## src/rtl/wdt_pkg.sv

```systemverilog
// Operation
// - watchdog counts low-power oscillator, enable starts it
// - prescaler divides by 32 or 128
// - postscaler divides by sixteen ratios, 1:1..1:32768
// - device reset, clock switch clear all counts
// - power-save entry and exit clear all counts
// - clear instruction zeroes counter and both dividers
// - runs in sleep/idle; timeout wakes core
// - fixed-on fuse keeps watchdog always running
// - else software bit enables; device reset clears it
// - timeout flag sticky until software clears it
// - window-disable zero selects windowed clear mode
// - window field: 25, 37.5, 50, 75 percent
// - prescale select one gives 128, zero 32
// - postscale code n gives ratio two to n
package wdt_pkg;
  localparam int ADDR_W = 8;
  localparam int DATA_W = 32;

  localparam logic [7:0] REG_CONFIG     = 8'h00;
  localparam logic [7:0] REG_RESET_CTRL = 8'h04;
  localparam logic [7:0] REG_IRQ_STATUS = 8'h08;
  localparam logic [7:0] REG_IRQ_MASK   = 8'h0c;
  localparam logic [7:0] REG_COUNT      = 8'h10;

  // watchdog_config_word layout
  localparam int CFG_POST_LSB   = 0;
  localparam int CFG_PRE_BIT    = 4;
  localparam int CFG_WIN_OFF_BIT = 6;
  localparam int CFG_FIXED_BIT  = 7;
  localparam int CFG_WIN_LSB    = 8;
  localparam logic [31:0] CFG_MASK  = 32'h0000_03df;
  localparam logic [31:0] CFG_RESET = 32'h0000_03df;

  // reset_control_reg layout
  localparam int RC_IDLE_BIT    = 2;
  localparam int RC_SLEEP_BIT   = 3;
  localparam int RC_TIMEOUT_BIT = 4;
  localparam int RC_SW_ON_BIT   = 5;

  localparam int IRQ_W          = 3;
  localparam int IRQ_TIMEOUT    = 0;
  localparam int IRQ_WAKE       = 1;
  localparam int IRQ_WINDOW     = 2;

  localparam int PRE_W  = 7;
  localparam int POST_W = 16;
  localparam logic [6:0] PRE_SHORT_LAST = 7'h1f;
  localparam logic [6:0] PRE_LONG_LAST  = 7'h7f;

  localparam logic [1:0] WIN_25  = 2'h3;
  localparam logic [1:0] WIN_37P = 2'h2;
  localparam logic [1:0] WIN_50  = 2'h1;
  localparam logic [1:0] WIN_75  = 2'h0;

  localparam int CLOCK_HZ         = 125_000_000;
  localparam int OSC_HZ           = 32_000;
  localparam int OSC_TICK_CYCLES  = CLOCK_HZ / OSC_HZ;

  typedef enum logic [1:0] {
    ST_RUN   = 2'b00,
    ST_SLEEP = 2'b01,
    ST_IDLE  = 2'b10
  } pm_state_t;

  // postscaler ratio is two to the code, terminal count one less
  function automatic logic [15:0] post_last(input logic [3:0] sel);
    logic [15:0] n;
    n = 16'h0001 << sel;
    return n - 16'h0001;
  endfunction

  // count at which a windowed clear becomes legal
  function automatic logic [15:0] win_open(input logic [1:0] win,
                                           input logic [3:0] sel);
    logic [15:0] n;
    n = 16'h0001 << sel;
    case (win)
      WIN_25:  win_open = n - (n >> 2);
      WIN_37P: win_open = n - (n >> 2) - (n >> 3);
      WIN_50:  win_open = n >> 1;
      default: win_open = n >> 2;
    endcase
  endfunction
endpackage
```

## src/rtl/low_power_rc_osc.sv

```systemverilog
`timescale 1ns/1ps
`default_nettype none
module low_power_rc_osc #(
  parameter int TICK_CYCLES = wdt_pkg::OSC_TICK_CYCLES
) (
  input  wire logic i_clock,
  input  wire logic i_rst,
  input  wire logic i_enable,
  output var  logic o_tick
);
  import wdt_pkg::*;
  localparam int CNT_W = $clog2(TICK_CYCLES);
  localparam logic [CNT_W-1:0] LAST = CNT_W'(TICK_CYCLES - 1);

  logic [CNT_W-1:0] count;
  wire              wrap = i_enable & (count == LAST);

  // stopped oscillator restarts a full period, no stale half tick
  always_ff @(posedge i_clock or posedge i_rst) begin
    if (i_rst) begin
      count  <= '0;
      o_tick <= 1'b0;
    end else begin
      o_tick <= wrap;
      if (!i_enable || wrap) begin
        count <= '0;
      end else begin
        count <= count + 1'b1;
      end
    end
  end
endmodule
`default_nettype wire

```

## src/rtl/watchdog_timer.sv

```systemverilog
// Implementation choices: the address map and the strobed register port.
`timescale 1ns/1ps
`default_nettype none
module watchdog_timer #(
  parameter int TICK_CYCLES = wdt_pkg::OSC_TICK_CYCLES
) (
  input  wire logic                       i_clock,
  input  wire logic                       i_rst,
  input  wire logic [wdt_pkg::ADDR_W-1:0] i_addr,
  input  wire logic [wdt_pkg::DATA_W-1:0] i_wdata,
  input  wire logic                       i_write,
  input  wire logic                       i_read,
  output var  logic [wdt_pkg::DATA_W-1:0] o_rdata,
  input  wire logic                       i_device_reset,
  input  wire logic                       i_clock_switch_done,
  input  wire logic                       i_clear_instr,
  input  wire logic                       i_power_save_instr,
  input  wire logic                       i_power_save_idle,
  input  wire logic                       i_wake_other,
  output var  logic                       o_watchdog_reset,
  output var  logic                       o_wake,
  output var  logic                       o_osc_enable,
  output var  logic                       o_irq
);
  import wdt_pkg::*;

  logic [31:0]       cfg;
  logic              sw_on;
  logic              timeout_flag;
  logic              sleep_flag;
  logic              idle_flag;
  logic [IRQ_W-1:0]  irq_status;
  logic [IRQ_W-1:0]  irq_mask;
  logic [PRE_W-1:0]  pre_count;
  logic [POST_W-1:0] post_count;
  pm_state_t         state;
  pm_state_t         next_state;
  logic              osc_tick;

  // register decode
  wire wr_cfg    = i_write & (i_addr == REG_CONFIG);
  wire wr_rc     = i_write & (i_addr == REG_RESET_CTRL);
  wire wr_status = i_write & (i_addr == REG_IRQ_STATUS);
  wire wr_mask   = i_write & (i_addr == REG_IRQ_MASK);

  // configuration fields
  wire [3:0] post_sel  = cfg[CFG_POST_LSB +: 4];
  wire       pre_sel   = cfg[CFG_PRE_BIT];
  wire       windowed  = ~cfg[CFG_WIN_OFF_BIT];
  wire       fixed_on  = cfg[CFG_FIXED_BIT];
  wire [1:0] win_sel   = cfg[CFG_WIN_LSB +: 2];

  wire wd_enabled = fixed_on | sw_on;
  wire in_run     = (state == ST_RUN);

  // divider chain terminal counts
  wire [PRE_W-1:0] pre_term =
    pre_sel ? PRE_LONG_LAST : PRE_SHORT_LAST;
  wire [POST_W-1:0] post_term = post_last(post_sel);
  wire [POST_W-1:0] open_at = win_open(win_sel, post_sel);
  wire pre_last  = (pre_count == pre_term);
  wire post_tick = osc_tick & pre_last;
  wire timeout   = wd_enabled & post_tick & (post_count == post_term);

  // core events
  wire clear_req   = i_clear_instr & in_run;
  wire win_violate = clear_req & windowed & wd_enabled
                     & (post_count < open_at);
  wire dog_reset   = in_run & (timeout | win_violate);
  wire wake        = ~in_run & timeout;
  wire enter_ps    = in_run & i_power_save_instr;
  wire leave_ps    = ~in_run & (i_wake_other | timeout);
  wire any_reset   = i_device_reset | dog_reset;

  // every source that zeroes the counter and both dividers
  wire chain_clear = any_reset | i_clock_switch_done
                     | enter_ps | leave_ps
                     | clear_req
                     | ~wd_enabled;

  low_power_rc_osc #(
    .TICK_CYCLES (TICK_CYCLES)
  ) u_osc (
    .i_clock  (i_clock),
    .i_rst    (i_rst),
    .i_enable (o_osc_enable),
    .o_tick   (osc_tick)
  );

  assign o_osc_enable = wd_enabled;
  assign o_irq        = |(irq_status & irq_mask);

  // counter chain advances only on oscillator ticks
  always_ff @(posedge i_clock or posedge i_rst) begin
    if (i_rst) begin
      pre_count  <= '0;
      post_count <= '0;
    end else if (chain_clear) begin
      pre_count  <= '0;
      post_count <= '0;
    end else if (osc_tick) begin
      pre_count <= pre_last ? '0 : pre_count + 1'b1;
      if (pre_last) begin
        post_count <= (post_count == post_term) ? '0
                      : post_count + 1'b1;
      end
    end
  end

  // power-save state; the watchdog keeps counting in both
  always_comb begin
    next_state = state;
    case (state)
      ST_RUN: begin
        if (enter_ps) begin
          next_state = i_power_save_idle ? ST_IDLE : ST_SLEEP;
        end
      end
      ST_SLEEP, ST_IDLE: begin
        if (leave_ps) begin
          next_state = ST_RUN;
        end
      end
      default: next_state = ST_RUN;
    endcase
    if (i_device_reset) begin
      next_state = ST_RUN;
    end
  end

  always_ff @(posedge i_clock or posedge i_rst) begin
    if (i_rst) begin
      state <= ST_RUN;
    end else begin
      state <= next_state;
    end
  end

  // config is fuse-backed; software may load it like a fuse image
  always_ff @(posedge i_clock or posedge i_rst) begin
    if (i_rst) begin
      cfg <= CFG_RESET;
    end else if (wr_cfg) begin
      cfg <= i_wdata & CFG_MASK;
    end
  end

  // software enable: any reset wins over a write
  always_ff @(posedge i_clock or posedge i_rst) begin
    if (i_rst) begin
      sw_on <= 1'b0;
    end else if (any_reset) begin
      sw_on <= 1'b0;
    end else if (wr_rc) begin
      sw_on <= i_wdata[RC_SW_ON_BIT];
    end
  end

  // sticky flags: hardware set wins over a software clear
  always_ff @(posedge i_clock or posedge i_rst) begin
    if (i_rst) begin
      timeout_flag <= 1'b0;
      sleep_flag   <= 1'b0;
      idle_flag    <= 1'b0;
    end else begin
      if (timeout | win_violate) begin
        timeout_flag <= 1'b1;
      end else if (wr_rc && !i_wdata[RC_TIMEOUT_BIT]) begin
        timeout_flag <= 1'b0;
      end
      if (enter_ps && !i_power_save_idle) begin
        sleep_flag <= 1'b1;
      end else if (wr_rc && !i_wdata[RC_SLEEP_BIT]) begin
        sleep_flag <= 1'b0;
      end
      if (enter_ps && i_power_save_idle) begin
        idle_flag <= 1'b1;
      end else if (wr_rc && !i_wdata[RC_IDLE_BIT]) begin
        idle_flag <= 1'b0;
      end
    end
  end

  // interrupt status, write one to clear, events win
  wire [IRQ_W-1:0] irq_event;
  assign irq_event[IRQ_TIMEOUT] = timeout;
  assign irq_event[IRQ_WAKE]    = wake;
  assign irq_event[IRQ_WINDOW]  = win_violate;

  wire [IRQ_W-1:0] irq_clear =
    wr_status ? i_wdata[IRQ_W-1:0] : '0;

  always_ff @(posedge i_clock or posedge i_rst) begin
    if (i_rst) begin
      irq_status <= '0;
      irq_mask   <= '0;
    end else begin
      irq_status <= (irq_status & ~irq_clear) | irq_event;
      if (wr_mask) begin
        irq_mask <= i_wdata[IRQ_W-1:0];
      end
    end
  end

  // one-cycle pulses to the reset controller and core
  always_ff @(posedge i_clock or posedge i_rst) begin
    if (i_rst) begin
      o_watchdog_reset <= 1'b0;
      o_wake           <= 1'b0;
    end else begin
      o_watchdog_reset <= dog_reset;
      o_wake           <= wake;
    end
  end

  // read path
  wire [31:0] rc_word = {26'h000_0000, sw_on, timeout_flag,
                         sleep_flag, idle_flag, 2'h0};
  wire [31:0] count_word = {9'h000, pre_count, post_count};
  wire [31:0] next_rdata =
    (i_addr == REG_CONFIG)     ? cfg :
    (i_addr == REG_RESET_CTRL) ? rc_word :
    (i_addr == REG_IRQ_STATUS) ? {29'h0000_0000, irq_status} :
    (i_addr == REG_IRQ_MASK)   ? {29'h0000_0000, irq_mask} :
    (i_addr == REG_COUNT)      ? count_word : 32'h0000_0000;

  // data only in the cycle after the strobe, zero otherwise
  always_ff @(posedge i_clock or posedge i_rst) begin
    if (i_rst) begin
      o_rdata <= '0;
    end else begin
      o_rdata <= i_read ? next_rdata : '0;
    end
  end
endmodule
`default_nettype wire

```

## config.mk

```make
export PLATFORM = sky130hd
export DESIGN_NAME = watchdog_timer
export DESIGN_NICKNAME = d
export VERILOG_FILES = /design/src/rtl/wdt_pkg.sv /design/src/rtl/low_power_rc_osc.sv /design/src/rtl/watchdog_timer.sv
export SDC_FILE = /design/constraint.sdc
export NUM_CORES = 1
export LEC_CHECK = 0
export BUFFER_PORTS_ARGS = -buffer_cell sky130_fd_sc_hd__buf_4
export CORE_MARGIN = 2
export CORE_UTILIZATION = 44
export DETAILED_ROUTE_END_ITERATION = 12
export GPL_TIMING_DRIVEN = 0
export PLACE_DENSITY_LB_ADDON = 0.2
export SYNTH_ARGS = -nofsm -noshare
export SYNTH_HDL_FRONTEND = slang
export SYNTH_HIERARCHICAL = 1
export SYNTH_SLANG_ARGS = --single-unit
```

## constraint.sdc

```tcl
create_clock -name i_clock -period 9.5 [get_ports i_clock]
set_input_delay 1.425 -clock i_clock [delete_from_list [all_inputs] [get_ports i_clock]]
set_output_delay 1.425 -clock i_clock [all_outputs]
set_load 0.02 [all_outputs]
```

==> impl_metrics.json <==
{
  "result_of_the_run": "finished clean",
  "worst_setup_path_startpoint": "cfg[1]$_DFFE_PP1P_",
  "cts.repair_timing.setup_buffer_count": 0,
  "cts-hold-fix-buffers": 0,
  "post_synth_num_cell_types": 76,
  "first_pass_grt_wire_length_mm": 29.4,
  "timing.critical_path.slowest_stage_cell": "o21ai_0",
  "critical_path_class": "flip-flop to flip-flop",
  "floorplan.die.height_um": 126,
  "initial_cell_density_of_the_core_pct": 45.1,
  "grt_antenna_before_repair": 0,
  "path_cells": "buf_6 > clkbuf_1 > nand3_1 > fa_1 > a21o_1 > a21oi_1 > xnor2_1 > ha_1 > a21oi_1 > nand2_1 > o21ai_0 > o21bai_1 > xnor2_1 > o211ai_1 > o21ai_0 > ha_1 > a21o_1 > a21o_1 > a211oi_1 > o21ai_0 > o211ai_1 > nand4_1 > and2_4 > o21a_1",
  "dp_hpwl_mm": 14.1,
  "area_post_placement_sq_um": 7260,
  "detail_route.wirelength_mm": 17.9,
  "critical_path.top_delay_family": "compound AO/OA/AOI/OAI gates",
  "stdcell_area_sq_um": 7560,
  "timing.setup.tns_ns": 0,
  "placed_cell_count": 1007,
  "remaining_drc_errors": 0,
  "top_level_ports": 86,
  "met1Wirelength_mm": 8.24,
  "fp.dieArea_sq_um": 16000,
  "tritoncts.num_buffers": 9,
  "cts-root-to-sink-buffers": 2,
  "die-width_um": 126,
  "crit_required_ns": 9.73,
  "leakage_nw": 3.39,
  "cp-endpoint": "sw_on$_DFFE_PP0P_",
  "max-slew-margin-rel_pct": 37.3,
  "critPathLaunchType": "flip-flop",
  "setup_viol": 0,
  "synth_most_common_cell": "nand2_1",
  "synth-seq-area-share_pct": 31.3,
  "synth_flop_cell": "dfrtp_1",
  "final_cells": 1023,
  "design.core.area_sq_um": 14600,
  "worst-slew-pin-transition_ns": 0.930,
  "critPathBufInv": 2,
  "slowest_delay_ns": 0.74,
  "antenna-diode-count": 0,
  "synthCells": 761,
  "htree_levels": 3,
  "post_synth_instance_area_sq_um": 6590,
  "clkSinkCount": 82,
  "groute.usage.overall_pct": 22.7,
  "drt_iter0_markers": 442,
  "cts_tree": "yes",
  "fmaxAchievable_mhz": 151,
  "ant_nets": 0,
  "critical_path.max_fanout": 10,
  "flops_latches_synth": 82,
  "post-synth-top-area-fraction_pct": 27.7,
  "wl_met3_mm": 1.02,
  "timing.final.hold_violations": 0,
  "overflow": 0,
  "rsz_0062_raised_after_global_routing": "false",
  "synthDominantAreaCellType": "dfrtp_1",
  "pin_count_of_the_biggest_net_entering_global_routing": 40,
  "crit_cells": 24,
  "asyncSetResetFlopFracSynth_pct": 100,
  "layout.nets": 940,
  "wl_met2_mm": 8.29,
  "worstReg2RegStart": "cfg[1]$_DFFE_PP1P_",
  "wl_per_cell_um": 17.5,
  "timing.final.crit_period_ns": 6.63,
  "power.density_cell_area_nw_per_um2": 136,
  "timing.reg2reg.setup_slack_ns": 2.87,
  "postCtsResizedCells": 0,
  "r2r_end": "sw_on$_DFFE_PP0P_",
  "post_synth_edffs": 0,
  "cap_violations": 0,
  "place.gp.congestion": 0.979,
  "endpoint_class_of_the_critical_path": "flip-flop",
  "clkTransAtPathRegs_ns": 0.06,
  "placement.setup.worst_slack_ns": 2.99,
  "share_of_the_core_filled_with_cells_in_the_final_layout_pct": 51.8,
  "cts.root.buffer_cell": "clkbuf_16",
  "yosys_warnings": 6,
  "total_vias_in_the_final_route": 5992,
  "worst_clock_skew_ns": 0.00515,
  "grt_pass1_vias": 5835,
  "clock_insertion_delay_worst_skew_ns": 0.34,
  "rows": 44,
  "per_cell_via_count_in_the_routed_design": 5.86,
  "timing.reg2reg.worst_path_depth": 24,
  "fin_crit_sh_pct": 69.8,
  "final_layout_size_suffix_gt1_share_pct": 17.6,
  "maxSlewViolCount": 0,
  "crit_path_setup_slack_layout_ns": 2.87,
  "synthTopCellsByArea": "dfrtp_1 28%, ha_1 10%, nand2_1 4.7%",
  "crit_arrival_ns": 6.86,
  "detailedRoute.firstPassIterationCount": 5,
  "post_synth.cell_area_avg_sq_um": 8.65,
  "synth.cells.most_frequent": "82 x nand2_1, 73 x dfrtp_1, 68 x nor2_1, 54 x ha_1, 45 x o21ai_0",
  "hold_path.class": "flip-flop to flip-flop",
  "peakVddDrop_mv": 0.0885,
  "area_delta_synth_final_pct": 14.8,
  "top_layer_used": "met4",
  "numPortBuffers": 53
}
## worst reg2reg max path: cells and delay by family, from the launching register on
kind / cells / cell delay (ns)
compound gates: 13 / 3.02
fa+ha+maj: 3 / 1.20
simple gates: 4 / 0.83
buf+inv: 2 / 0.59
flops: 1 / 0.54
xor+xnor: 2 / 0.35
## power breakdown
part	leakage, nW	internal, mW	switching, mW
sequential	1.09	0.357	0.00521
combinational	2.16	0.141	0.185
clock	0.135	0.204	0.138
total	3.39	0.701	0.328
## routing by layer
metal,global-route usage (%),vias to the layer above
met1,32.0,2905
li1,-,2840
met4,6.14,0
met5,0,-
met3,3.25,40
met2,36.7,207
## worst min-delay path by stage
stage / startpoint / endpoint / slack (ns) / cells after the start
6_report: irq_status[0]$_DFF_PP0_ / irq_status[0]$_DFF_PP0_ / 0.51 / 2
5_1_grt: u_osc/count[0]$_DFF_PP0_ / u_osc/count[0]$_DFF_PP0_ / 0.54 / 1
4_1_cts: irq_status[0]$_DFF_PP0_ / irq_status[0]$_DFF_PP0_ / 0.52 / 2
3_5_place_dp: irq_status[0]$_DFF_PP0_ / irq_status[0]$_DFF_PP0_ / 0.50 / 2
3_3_place_gp: timeout_flag$_DFFE_PP0P_ / timeout_flag$_DFFE_PP0P_ / 0.48 / 2
2_1_floorplan: timeout_flag$_DFFE_PP0P_ / timeout_flag$_DFFE_PP0P_ / 0.46 / 2
## cells by family (layout without fill, tap and decap cells)
family | Yosys count | in the layout | synth area share, %
AO/OA/AOI/OAI | 169 | 169 | 17.6
flip-flops | 82 | 82 | 31.3
AND/OR/NAND/NOR | 289 | 289 | 22.2
adder cells (fa/ha/maj) | 56 | 56 | 10.9
multiplexers | 24 | 24 | 4.31
other | 1 | 9 | 0.0569
buffers and inverters | 83 | 153 | 6.04
XOR/XNOR | 57 | 57 | 7.58
## layout make-up
cell class / instances / area [sq um]
Fill cell: 1384 / 7030
Multi-Input combinational cell: 604 / 4150
Sequential cell: 82 / 2060
Timing Repair Buffer: 54 / 418
Buffer: 43 / 248
Tap cell: 184 / 230
Clock buffer: 10 / 229
Inverter: 40 / 150
Clock inverter: 6 / 66.3
## cell usage in the layout, fill, tap and decap left out, types with 6 or more instances in the layout
| master | netlist | layout |
|---|---|---|
| clkbuf_16 | 0 | 9 |
| ha_1 | 54 | 54 |
| inv_1 | 38 | 37 |
| nand2_1 | 82 | 82 |
| a211oi_1 | 9 | 9 |
| o31ai_1 | 6 | 6 |
| conb_1 | 1 | 9 |
| dfrtp_1 | 73 | 73 |
| nand4_1 | 14 | 14 |
| mux2_2 | 15 | 15 |
| a22oi_1 | 7 | 7 |
| or4_1 | 6 | 6 |
| xnor2_1 | 31 | 31 |
| a21o_1 | 12 | 12 |
| clkbuf_1 | 20 | 21 |
| mux2i_1 | 7 | 7 |
| a21oi_2 | 6 | 6 |
| nor4_1 | 6 | 6 |
| a21oi_1 | 33 | 33 |
| buf_4 | 12 | 65 |
| o21ai_0 | 45 | 45 |
| nand3_1 | 25 | 25 |
| dfstp_2 | 9 | 9 |
| nor2b_1 | 16 | 16 |
| and3_1 | 18 | 18 |
| xor2_1 | 26 | 26 |
| nor2_2 | 7 | 7 |
| or3_1 | 9 | 9 |
| nor2_1 | 68 | 68 |
| nor3_1 | 10 | 10 |
| o211ai_1 | 10 | 10 |
## through the flow
step / hold WS (ns) / power (mW)
6_report: 0.511 / 1.03
5_1_grt: 0.541 / 1.08
4_1_cts: 0.516 / 1.03
3_5_place_dp: 0.504 / 0.687
3_3_place_gp: 0.483 / 0.676
2_1_floorplan: 0.460 / 0.607
## state kept, by name, summed over array words and instances (netlist names)
register / count
cfg: 9
idle_flag: 1
irq_mask: 3
irq_status: 3
o_rdata: 23
o_wake: 1
o_watchdog_reset: 1
post_count: 16
pre_count: 7
sleep_flag: 1
state: 2
sw_on: 1
timeout_flag: 1
u_osc/count: 12
u_osc/o_tick: 1
No activity file was read; power rests on OpenSTA's default activity.
